File: config.mk
export PLATFORM = sky130hd
export DESIGN_NAME = sfrp_read_path
export DESIGN_NICKNAME = d
export VERILOG_FILES = /design/src/verilog/sfrp_pair_buffer.v /design/src/verilog/sfrp_read_path.v
export VERILOG_INCLUDE_DIRS = /design/src /design/src/pkg
export SDC_FILE = /design/constraint.sdc
export NUM_CORES = 1
export LEC_CHECK = 0
export BUFFER_PORTS_ARGS = -buffer_cell sky130_fd_sc_hd__buf_2
export CAP_MARGIN = 20
export CORE_MARGIN = 1.5
export CORE_UTILIZATION = 47
export DETAILED_ROUTE_END_ITERATION = 6
export GPL_ROUTABILITY_DRIVEN = 1
export SYNTH_ARGS = -nofsm -noshare
export SYNTH_HDL_FRONTEND = slang
export SYNTH_HIERARCHICAL = 1
export SYNTH_SLANG_ARGS = --single-unit
File: constraint.sdc
create_clock -name clk -period 7.42 [get_ports clk]
set_input_delay 0.371 -clock clk [delete_from_list [all_inputs] [get_ports clk]]
set_output_delay 0.371 -clock clk [all_outputs]
set_load 0.01 [all_outputs]
File: src/pkg/sfrp_map.vh
// Purpose: Constants of the serial flash read path: opcodes, classes, lane modes, dummy counts.
// Assumes: Included by bare name from the design files.
// Notes: Definitions only.
`ifndef SFRP_MAP_VH
`define SFRP_MAP_VH

// ----------------------------------------
// Read opcodes, single edge rate
// ----------------------------------------
`define SFRP_OP_READ      8'h03
`define SFRP_OP_FAST      8'h0b
`define SFRP_OP_DOUT      8'h3b
`define SFRP_OP_DIO       8'hbb
`define SFRP_OP_QOUT      8'h6b
`define SFRP_OP_QIO       8'heb

// ----------------------------------------
// Read opcodes, double edge rate
// ----------------------------------------
`define SFRP_OP_FAST_DE   8'h0d
`define SFRP_OP_DOUT_DE   8'h3d
`define SFRP_OP_DIO_DE    8'hbd
`define SFRP_OP_QOUT_DE   8'h6d
`define SFRP_OP_QIO_DE    8'hed

// ----------------------------------------
// Dedicated 4-byte address read opcodes
// ----------------------------------------
`define SFRP_OP_READ4     8'h13
`define SFRP_OP_FAST4     8'h0c
`define SFRP_OP_DOUT4     8'h3c
`define SFRP_OP_DIO4      8'hbc
`define SFRP_OP_QOUT4     8'h6c
`define SFRP_OP_QIO4      8'hec

// ----------------------------------------
// Command classes and protocols
// ----------------------------------------
`define SFRP_CLS_READ     3'h0
`define SFRP_CLS_FAST     3'h1
`define SFRP_CLS_DOUT     3'h2
`define SFRP_CLS_DIO      3'h3
`define SFRP_CLS_QOUT     3'h4
`define SFRP_CLS_QIO      3'h5
`define SFRP_PROTO_EXT    2'h0
`define SFRP_PROTO_DUAL   2'h1
`define SFRP_PROTO_QUAD   2'h2

// ----------------------------------------
// Phase selectors and bit counts
// ----------------------------------------
`define SFRP_PH_OPC       2'h0
`define SFRP_PH_ADDR      2'h1
`define SFRP_PH_DATA      2'h2
`define SFRP_OPC_BITS     6'h08
`define SFRP_ADDR3_BITS   6'h18
`define SFRP_ADDR4_BITS   6'h20

// ----------------------------------------
// Dummy clock cycles and the underrun data byte
// ----------------------------------------
`define SFRP_DUM_NONE     5'h00
`define SFRP_DUM_QIO      5'h09
`define SFRP_DUM_QOUT     5'h07
`define SFRP_DUM_DOUT     5'h08
`define SFRP_DUM_DIO      5'h07
`define SFRP_DUM_FAST_EXT 5'h08
`define SFRP_DUM_FAST_DUAL 5'h07
`define SFRP_DUM_FAST_QUAD 5'h09
`define SFRP_UNDERRUN     8'hff

`endif

File: src/verilog/sfrp_pair_buffer.v
// Purpose: Two-entry byte buffer between array fetches and the serial shifter.
// Assumes: Single clock; flush empties it in one cycle.
// Notes: Full and empty are exact; a push while full is refused by inReady.
`timescale 1ns/100ps

module sfrp_pair_buffer (
  // Clock and reset
  input wire clk,
  input wire rst,
  input wire flush,
  // Filling side
  input wire inValid,
  output wire inReady,
  input wire [7:0] inData,
  // Draining side
  output wire outValid,
  input wire outReady,
  output wire [7:0] outData
);

  reg [7:0] mem [0:1];
  reg wrPtr_r;
  reg rdPtr_r;
  reg [1:0] count_r;
  wire push;
  wire pop;

  assign inReady = (count_r != 2'h2);
  assign outValid = (count_r != 2'h0);
  assign outData = mem[rdPtr_r];
  assign push = inValid & inReady;
  assign pop = outValid & outReady;

  always @(posedge clk) begin
    if (push) begin
      mem[wrPtr_r] <= inData;
    end
  end

  always @(posedge clk or posedge rst) begin
    if (rst) begin
      wrPtr_r <= 1'b0;
      rdPtr_r <= 1'b0;
      count_r <= 2'h0;
    end else if (flush) begin
      wrPtr_r <= 1'b0;
      rdPtr_r <= 1'b0;
      count_r <= 2'h0;
    end else begin
      if (push) begin
        wrPtr_r <= ~wrPtr_r;
      end
      if (pop) begin
        rdPtr_r <= ~rdPtr_r;
      end
      if (push & ~pop) begin
        count_r <= count_r + 2'h1;
      end else if (pop & ~push) begin
        count_r <= count_r - 2'h1;
      end
    end
  end

endmodule

File: src/verilog/sfrp_read_path.v
// Purpose: Device-side read command path of a serial NOR flash.
// Assumes: Serial clock, select and lanes come from pins and are sampled by clk.
// Notes: Array bytes are fetched through a request port and staged in a two-entry buffer.
`timescale 1ns/100ps
`include "sfrp_map.vh"

// What this block does
// - Out of reset, array addresses are three bytes, bits 23 down to 0, unless the nvAddr4 strap is set.
// - Four-byte addressing is chosen by the strap or by enter and exit pulses.
// - In three-byte mode the extended address byte supplies address bits 31 to 24.
// - Select low, opcode, then three address bytes are taken before data returns.
// - Address bits are captured on rising serial clock edges, and on falling edges too for double-edge opcodes.
// - Reading starts at any byte and the address advances by one per byte.
// - Select high ends the read at once and releases the data lanes.
// - Single-edge and double-edge read opcodes are decoded; plain read has no double form.
// - Extended protocol uses lane zero for opcode, lanes per command for address and data.
// - Dual and quad protocols accept only their three reads, all phases on their lanes.
// - A command behaves alike in every protocol; lane counts and the fast read dummy count differ.
// - Fast reads wait dummy clock cycles between address and first data bit.
// - A four-byte read takes four address bytes and then behaves like a three-byte read.
// - Opcodes 13h, 0Ch, 3Ch, BCh, 6Ch, ECh always take four address bytes.
// - The four-byte fast read adds dummy cycles after the address.
// - Quad input/output read waits nine dummy cycles on single edge.
module sfrp_read_path (
  // Clock and reset
  input wire clk,
  input wire rst,
  // Serial link pins
  input wire selectN,
  input wire serialClk,
  input wire [3:0] ioLanesIn,
  output reg [3:0] ioLanesOut,
  output reg [3:0] ioLanesOe,
  // Configuration
  input wire [1:0] protoSel,
  input wire nvAddr4,
  input wire enterAddr4,
  input wire exitAddr4,
  input wire [7:0] extAddr,
  output reg addr4Mode,
  // Array fetch port
  output reg rdReq,
  output reg [31:0] rdAddr,
  input wire rdValid,
  input wire [7:0] rdData
);

  // ----------------------------------------
  // States
  // ----------------------------------------
  localparam [5:0] ST_IDLE = 6'h01;
  localparam [5:0] ST_OPC = 6'h02;
  localparam [5:0] ST_ADDR = 6'h04;
  localparam [5:0] ST_DUMMY = 6'h08;
  localparam [5:0] ST_DATA = 6'h10;
  localparam [5:0] ST_SKIP = 6'h20;

  // ----------------------------------------
  // Helper functions
  // ----------------------------------------
  // Decode returns {accepted, doubleEdge, fourByte, class}.
  function [5:0] decodeOp;
    input [7:0] op;
    begin
      case (op)
        `SFRP_OP_READ: decodeOp = {3'b100, `SFRP_CLS_READ};
        `SFRP_OP_FAST: decodeOp = {3'b100, `SFRP_CLS_FAST};
        `SFRP_OP_DOUT: decodeOp = {3'b100, `SFRP_CLS_DOUT};
        `SFRP_OP_DIO: decodeOp = {3'b100, `SFRP_CLS_DIO};
        `SFRP_OP_QOUT: decodeOp = {3'b100, `SFRP_CLS_QOUT};
        `SFRP_OP_QIO: decodeOp = {3'b100, `SFRP_CLS_QIO};
        `SFRP_OP_FAST_DE: decodeOp = {3'b110, `SFRP_CLS_FAST};
        `SFRP_OP_DOUT_DE: decodeOp = {3'b110, `SFRP_CLS_DOUT};
        `SFRP_OP_DIO_DE: decodeOp = {3'b110, `SFRP_CLS_DIO};
        `SFRP_OP_QOUT_DE: decodeOp = {3'b110, `SFRP_CLS_QOUT};
        `SFRP_OP_QIO_DE: decodeOp = {3'b110, `SFRP_CLS_QIO};
        `SFRP_OP_READ4: decodeOp = {3'b101, `SFRP_CLS_READ};
        `SFRP_OP_FAST4: decodeOp = {3'b101, `SFRP_CLS_FAST};
        `SFRP_OP_DOUT4: decodeOp = {3'b101, `SFRP_CLS_DOUT};
        `SFRP_OP_DIO4: decodeOp = {3'b101, `SFRP_CLS_DIO};
        `SFRP_OP_QOUT4: decodeOp = {3'b101, `SFRP_CLS_QOUT};
        `SFRP_OP_QIO4: decodeOp = {3'b101, `SFRP_CLS_QIO};
        default: decodeOp = 6'h00;
      endcase
    end
  endfunction

  function protoOk;
    input [2:0] cls;
    input [1:0] proto;
    begin
      case (proto)
        `SFRP_PROTO_EXT: protoOk = 1'b1;
        `SFRP_PROTO_DUAL: protoOk = (cls == `SFRP_CLS_FAST) | (cls == `SFRP_CLS_DOUT) | (cls == `SFRP_CLS_DIO);
        `SFRP_PROTO_QUAD: protoOk = (cls == `SFRP_CLS_FAST) | (cls == `SFRP_CLS_QOUT) | (cls == `SFRP_CLS_QIO);
        default: protoOk = 1'b0;
      endcase
    end
  endfunction

  // Lane count as log2: 0 is one lane, 1 is two, 2 is four.
  function [1:0] laneLog;
    input [1:0] phase;
    input [2:0] cls;
    input [1:0] proto;
    begin
      if (proto != `SFRP_PROTO_EXT) begin
        laneLog = proto;
      end else if (phase == `SFRP_PH_OPC) begin
        laneLog = 2'h0;
      end else if (phase == `SFRP_PH_ADDR) begin
        laneLog = (cls == `SFRP_CLS_DIO) ? 2'h1 : ((cls == `SFRP_CLS_QIO) ? 2'h2 : 2'h0);
      end else if (cls == `SFRP_CLS_READ || cls == `SFRP_CLS_FAST) begin
        laneLog = 2'h0;
      end else begin
        laneLog = (cls == `SFRP_CLS_DOUT || cls == `SFRP_CLS_DIO) ? 2'h1 : 2'h2;
      end
    end
  endfunction

  function [4:0] dummyOf;
    input [2:0] cls;
    input [1:0] proto;
    begin
      case (cls)
        `SFRP_CLS_READ: dummyOf = `SFRP_DUM_NONE;
        `SFRP_CLS_FAST: dummyOf = (proto == `SFRP_PROTO_DUAL) ? `SFRP_DUM_FAST_DUAL :
                                  ((proto == `SFRP_PROTO_QUAD) ? `SFRP_DUM_FAST_QUAD : `SFRP_DUM_FAST_EXT);
        `SFRP_CLS_DOUT: dummyOf = `SFRP_DUM_DOUT;
        `SFRP_CLS_DIO: dummyOf = `SFRP_DUM_DIO;
        `SFRP_CLS_QOUT: dummyOf = `SFRP_DUM_QOUT;
        `SFRP_CLS_QIO: dummyOf = `SFRP_DUM_QIO;
        default: dummyOf = `SFRP_DUM_NONE;
      endcase
    end
  endfunction

  function [5:0] stepOf;
    input [1:0] lw;
    begin
      stepOf = (lw == 2'h0) ? 6'h01 : ((lw == 2'h1) ? 6'h02 : 6'h04);
    end
  endfunction

  function [31:0] shiftIn;
    input [31:0] sh;
    input [3:0] io;
    input [1:0] lw;
    begin
      case (lw)
        2'h0: shiftIn = {sh[30:0], io[0]};
        2'h1: shiftIn = {sh[29:0], io[1:0]};
        default: shiftIn = {sh[27:0], io[3:0]};
      endcase
    end
  endfunction

  // ----------------------------------------
  // Registers and wires
  // ----------------------------------------
  reg sclkMeta_r, sclkSync_r, sclkPrev_r;
  reg selMeta_r, selSync_r;
  reg [3:0] ioMeta_r, ioSync_r;
  reg [5:0] st_r;
  reg [31:0] sh_r;
  reg [5:0] cnt_r;
  reg [2:0] cls_r;
  reg [1:0] proto_r;
  reg dual_r;
  reg wide_r;
  reg [4:0] dummy_r;
  reg [7:0] outSh_r;
  reg [5:0] outCnt_r;
  reg [31:0] fetchAddr_r;
  reg fetchOn_r;
  reg pend_r;
  reg discard_r;
  reg strapDone_r;
  reg pop_r;
  wire rise, fall, addrEdge, dataEdge;
  wire [1:0] lwOpc, lwAddr, lwData;
  wire [5:0] stepOpc, stepAddr, stepData, addrBits;
  wire [31:0] shNext;
  wire [5:0] opDec;
  wire [31:0] startAddr;
  wire [7:0] byteNow;
  wire bufInReady, bufOutValid;
  wire [7:0] bufOutData;
  wire pushByte;

  assign rise = sclkSync_r & ~sclkPrev_r;
  assign fall = ~sclkSync_r & sclkPrev_r;
  assign addrEdge = rise | (dual_r & fall & (cnt_r != 6'h00));
  assign dataEdge = fall | (dual_r & rise);
  assign lwOpc = laneLog(`SFRP_PH_OPC, cls_r, proto_r);
  assign lwAddr = laneLog(`SFRP_PH_ADDR, cls_r, proto_r);
  assign lwData = laneLog(`SFRP_PH_DATA, cls_r, proto_r);
  assign stepOpc = stepOf(lwOpc);
  assign stepAddr = stepOf(lwAddr);
  assign stepData = stepOf(lwData);
  assign addrBits = wide_r ? `SFRP_ADDR4_BITS : `SFRP_ADDR3_BITS;
  assign shNext = shiftIn(sh_r, ioSync_r, (st_r == ST_OPC) ? lwOpc : lwAddr);
  assign opDec = decodeOp(shNext[7:0]);
  assign startAddr = wide_r ? shNext : {extAddr, shNext[23:0]};
  assign byteNow = bufOutValid ? bufOutData : `SFRP_UNDERRUN;
  assign pushByte = rdValid & pend_r & ~discard_r;

  sfrp_pair_buffer uBuf (
    .clk(clk),
    .rst(rst),
    .flush(selSync_r),
    .inValid(pushByte),
    .inReady(bufInReady),
    .inData(rdData),
    .outValid(bufOutValid),
    .outReady(pop_r),
    .outData(bufOutData)
  );

  // ----------------------------------------
  // Pin synchronisers and address mode
  // ----------------------------------------
  always @(posedge clk or posedge rst) begin
    if (rst) begin
      sclkMeta_r <= 1'b0;
      sclkSync_r <= 1'b0;
      sclkPrev_r <= 1'b0;
      selMeta_r <= 1'b1;
      selSync_r <= 1'b1;
      ioMeta_r <= 4'h0;
      ioSync_r <= 4'h0;
      addr4Mode <= 1'b0;
      strapDone_r <= 1'b0;
    end else begin
      sclkMeta_r <= serialClk;
      sclkSync_r <= sclkMeta_r;
      sclkPrev_r <= sclkSync_r;
      selMeta_r <= selectN;
      selSync_r <= selMeta_r;
      ioMeta_r <= ioLanesIn;
      ioSync_r <= ioMeta_r;
      strapDone_r <= 1'b1;
      if (!strapDone_r) begin
        addr4Mode <= nvAddr4;
      end else if (exitAddr4) begin
        addr4Mode <= 1'b0;
      end else if (enterAddr4) begin
        addr4Mode <= 1'b1;
      end
    end
  end

  // ----------------------------------------
  // Command sequencer and data shifter
  // ----------------------------------------
  always @(posedge clk or posedge rst) begin
    if (rst) begin
      st_r <= ST_IDLE;
      sh_r <= 32'h0;
      cnt_r <= 6'h00;
      cls_r <= `SFRP_CLS_READ;
      proto_r <= `SFRP_PROTO_EXT;
      dual_r <= 1'b0;
      wide_r <= 1'b0;
      dummy_r <= 5'h00;
      outSh_r <= 8'h00;
      outCnt_r <= 6'h00;
      ioLanesOut <= 4'h0;
      ioLanesOe <= 4'h0;
      fetchOn_r <= 1'b0;
      fetchAddr_r <= 32'h0;
      pop_r <= 1'b0;
    end else begin
      pop_r <= 1'b0;
      if (selSync_r) begin
        st_r <= ST_IDLE;
        ioLanesOe <= 4'h0;
        fetchOn_r <= 1'b0;
      end else begin
        case (st_r)
          ST_IDLE: begin
            st_r <= ST_OPC;
            cnt_r <= 6'h00;
            cls_r <= `SFRP_CLS_READ;
            proto_r <= protoSel;
            dual_r <= 1'b0;
          end
          ST_OPC: begin
            if (rise) begin
              sh_r <= shNext;
              cnt_r <= cnt_r + stepOpc;
              if (cnt_r + stepOpc == `SFRP_OPC_BITS) begin
                cnt_r <= 6'h00;
                if (opDec[5] && protoOk(opDec[2:0], proto_r)) begin
                  st_r <= ST_ADDR;
                  cls_r <= opDec[2:0];
                  dual_r <= opDec[4];
                  wide_r <= opDec[3] | addr4Mode;
                  dummy_r <= dummyOf(opDec[2:0], proto_r);
                end else begin
                  st_r <= ST_SKIP;
                end
              end
            end
          end
          ST_ADDR: begin
            if (addrEdge) begin
              sh_r <= shNext;
              cnt_r <= cnt_r + stepAddr;
              if (cnt_r + stepAddr == addrBits) begin
                fetchAddr_r <= startAddr;
                fetchOn_r <= 1'b1;
                outCnt_r <= 6'h00;
                st_r <= (dummy_r == 5'h00) ? ST_DATA : ST_DUMMY;
              end
            end
          end
          ST_DUMMY: begin
            if (rise) begin
              dummy_r <= dummy_r - 5'h01;
              if (dummy_r == 5'h01) begin
                st_r <= ST_DATA;
              end
            end
          end
          ST_DATA: begin
            if (dataEdge) begin
              ioLanesOe <= (lwData == 2'h0) ? 4'h2 : ((lwData == 2'h1) ? 4'h3 : 4'hf);
              if (outCnt_r == 6'h00) begin
                pop_r <= bufOutValid;
                outSh_r <= byteNow << stepData;
                outCnt_r <= 6'h08 - stepData;
                ioLanesOut <= (lwData == 2'h0) ? {2'h0, byteNow[7], 1'b0} :
                              ((lwData == 2'h1) ? {2'h0, byteNow[7:6]} : byteNow[7:4]);
              end else begin
                outSh_r <= outSh_r << stepData;
                outCnt_r <= outCnt_r - stepData;
                ioLanesOut <= (lwData == 2'h0) ? {2'h0, outSh_r[7], 1'b0} :
                              ((lwData == 2'h1) ? {2'h0, outSh_r[7:6]} : outSh_r[7:4]);
              end
            end
          end
          ST_SKIP: begin
            ioLanesOe <= 4'h0;
          end
          default: begin
            st_r <= ST_IDLE;
          end
        endcase
      end
      if (rdReq) begin
        fetchAddr_r <= fetchAddr_r + 32'h1;
      end
    end
  end

  // ----------------------------------------
  // Array fetch with one request in flight
  // ----------------------------------------
  always @(posedge clk or posedge rst) begin
    if (rst) begin
      rdReq <= 1'b0;
      rdAddr <= 32'h0;
      pend_r <= 1'b0;
      discard_r <= 1'b0;
    end else begin
      rdReq <= 1'b0;
      if (rdValid) begin
        pend_r <= 1'b0;
        discard_r <= 1'b0;
      end else if (selSync_r && pend_r) begin
        discard_r <= 1'b1;
      end
      if (fetchOn_r && !selSync_r && !pend_r && !rdReq && bufInReady) begin
        rdReq <= 1'b1;
        rdAddr <= fetchAddr_r;
        pend_r <= 1'b1;
      end
    end
  end

endmodule

==> flow_summary.yaml <==
cts:
  post-cts-setup-buffers: 0
  cts_hold_buf: 1
  cts_tree: "yes"
  ctsResizeCount: 0
  clk_latency_ps: 440
  cts_made_buffers: 17
  cts_buffer_depth: 2
  root_buffer: "clkbuf_16"
  htreeDepth: 4
  path_clk_slew_ps: 70
  clkSinkCount: 180
worst_hold_path:
  hold_depth: 1
  hold_path_class: "in -> reg"
finish:
  synthToLayoutAreaGrowth_pct: 12.1
  diodes: 0
  final_area_sq_um: 10500
  nets: 1044
  drive_gt1_frac: 0.188
  stdcell_count: 1272
  utilization: 0.538
logic_synthesis:
  synth_area_leaders: "dfrtp_1 43%, mux2_2 5.9%, edfxtp_1 5.1%, o21ai_0 4.3%, nand2_1 3.9%"
  synth_edf_count: 16
  yosysWarnings: 6
  synth.top_cell.area_share: 0.431
  ys.flop_type: "dfrtp_1"
  synth-async-reset-ratio: 0.911
  netlist_area_sq_um: 9350
  netlist_instances: 946
  yosysSeqAreaShare: 0.491
  syn_nets: 996
  synth_largest_area_cell: "dfrtp_1"
  netlist-cell-type-count: 76
  avgSynthCellArea_sq_um: 9.88
  synth-seq-cells: 180
run_status:
  violations: "DRC"
  outcome: "finished, violations left"
routing:
  drt-initial-drc-count: 673
  routed_wl_um: 22700
  drc: 24
  via_per_inst: 5.78
  drtAntennaViolNets: 0
  first_pass_iters: 7
  detail_route.wl_per_cell_um: 17.9
  via_count: 7348
floorplan:
  io_pins: 72
  core_sq_um: 19500
  dieArea_sq_um: 20700
  initial_utilization: 0.480
  rows: 51
  die_x_um: 144
  die_h_um: 144
timing:
  setup_tns_ps: 0
  hold_ws_ps: 37.7
  slew_viol_final: 0
  hold_viol: 0
  worst_slew_pin_slew_ps: 1150
  rsz0062_at_grt: "no"
  finalCriticalPeriod_ps: 5050
  slew-limit-headroom: 0.234
  fmax_mhz: 198
  finClkSkew_ps: 15.8
  fin_crit_sh: 0.681
  setup_viol: 0
placed_design:
  gp_congestion: 0.884
  dp_cells: 1239
  port_buffers: 71
  dpl_cell_area_sq_um: 9900
  dp_hpwl_um: 15700
worst_setup_path:
  crit_chain: "inv_1, ha_1, nand2b_1, o21a_1, inv_1, nor2_1, fa_1, a21oi_1, or3_1, a2111o_1, a311oi_1, nand2_1, or2_2, nor2_4, a211oi_1, a21o_1, a31oi_1"
  path_class: "reg -> reg"
  endpoint_kind: "flop"
  cp.required_ps: 7770
  rr_worst_depth: 17
  critPathMaxStageDelay_ps: 650
  critPathMostFrequentCell: "inv_1"
  crit_fanout: 37
  slowest_stage: "nor2_4"
  crit_arrival_ps: 5410
  critPathLaunchType: "flop"
flow_run:
  drv_cap: 0
grt:
  grt_overflow_total: 0
  grt_pass1_wl_um: 36700
  antenna_found_initial: 0
  grt_pass1_vias: 6795
  grt_max_degree: 106
  grt_usage: 0.228
power:
  ir_drop_mv: 0.175
  p_leak_nw: 4.57
  p_per_area_nw_per_um2: 284
==> kinds of logic after synthesis <==
logic type | after synthesis | share of synthesized area
AND/OR/NAND/NOR | 315 | 0.168
other | 1 | 0.000401
XOR/XNOR | 9 | 0.00843
multiplexers | 59 | 0.0697
AO/OA/AOI/OAI | 277 | 0.197
adder cells (fa/ha/maj) | 20 | 0.0292
flip-flops | 180 | 0.491
buffers and inverters | 85 | 0.0368
==> worst max-delay path: cells and delay by family (launching register included) <==
family,cells,cell delay (ps)
adders and majority gates,2,630
AOI/OAI and AO/OA,7,1700
DFF,1,430
buffers and inverters,2,240
and+or+nand+nor,6,1980
==> registers in the layout (all words and copies together), names as in the netlist, 6 cells and up <==
signal,count
fetchAddr_r,32
rdAddr,32
sh_r,31
uBuf/mem,16
outSh_r,8
cnt_r,6
outCnt_r,6
st_r,6
==> power by group <==
group          internal, mW  switching, mW
Sequential             1.05         0.0768
Combinational         0.331          0.639
Clock                 0.459          0.416
==> through the flow <==
step	power, mW	setup slack [ps]
after floorplan	1.85	2730
after global placement	2.10	2580
after detailed placement	2.10	2410
after CTS	2.98	2400
after global routing	3.15	1870
final	2.97	2370
==> final cells by class <==
cell class	count	area, sq um
clock inverters	13	115
repair buffers	81	433
inverters	33	129
well taps	265	332
clock buffers	19	453
flip-flops and latches	180	4590
multi-input cells	681	4430
fillers	1749	8980
==> cells in the final DEF, fill, tap and decap left out, types with 11 or more instances in the layout <==
master	Yosys	final
nand3b_1	14	14
and3_1	13	13
nand2_1	98	98
nand2b_1	11	11
a21oi_1	65	65
buf_2	11	71
dfrtp_1	161	161
o21ai_0	80	80
a222oi_1	26	26
nor2_1	67	66
a211oi_1	15	15
ha_1	17	17
edfxtp_1	16	16
inv_1	32	31
nand3_1	23	23
nor3_1	25	24
clkbuf_16	0	17
mux2_2	49	49
==> path summary, 6_finish.rpt <==
check | start | slack [ps] | end
max | proto_r[0] | 2370 | fetchAddr_r[9]
min | selectN | 40 | selMeta_r
max reg2reg | proto_r[0] | 2370 | fetchAddr_r[9]
min reg2reg | ioMeta_r[2] | 350 | ioSync_r[2]
max in group asynchronous | rst | 5380 | cnt_r[2]
min in group asynchronous | rst | 430 | uBuf/wrPtr_r
==> routing by layer <==
layer / up-vias / share of wire / GRT usage
li1: 3597 / - / -
met1: 3546 / 0.46 / 0.316
met2: 186 / 0.48 / 0.361
met3: 19 / 0.043 / 0.0490
met4: 0 / 0.019 / 0.0661
met5: - / 0 / 0
==> synth_stat cells, types with 3 or more instances <==
| library cell | count |
|---|---|
| o31ai_1 | 10 |
| a31oi_1 | 7 |
| clkbuf_1 | 39 |
| or3_1 | 5 |
| fa_1 | 3 |
| nor2_1 | 67 |
| o21a_1 | 8 |
| a222oi_1 | 26 |
| mux2i_1 | 10 |
| a311oi_1 | 4 |
| a221oi_1 | 7 |
| dfrtp_1 | 161 |
| nor3_1 | 25 |
| edfxtp_1 | 16 |
| o21ai_1 | 4 |
| buf_2 | 11 |
| and2_1 | 5 |
| or4_1 | 4 |
| and4_1 | 3 |
| nand3b_1 | 14 |
| ha_1 | 17 |
| a32oi_1 | 4 |
| nor4_1 | 6 |
| o21ai_0 | 80 |
| and3_1 | 13 |
| xor2_1 | 6 |
| nand4_1 | 10 |
| nor3b_1 | 5 |
| dfstp_2 | 3 |
| a22oi_1 | 4 |
| nand2_1 | 98 |
| o31a_1 | 3 |
| a21oi_1 | 65 |
| a211oi_1 | 15 |
| o22ai_1 | 5 |
| a21o_1 | 8 |
| or2_2 | 5 |
| mux2_2 | 49 |
| inv_1 | 32 |
| xnor2_1 | 3 |
| nand3_1 | 23 |
| a22o_1 | 3 |
| nand2b_1 | 11 |
| nor2b_1 | 10 |
Power figures use the tool's default switching activity.
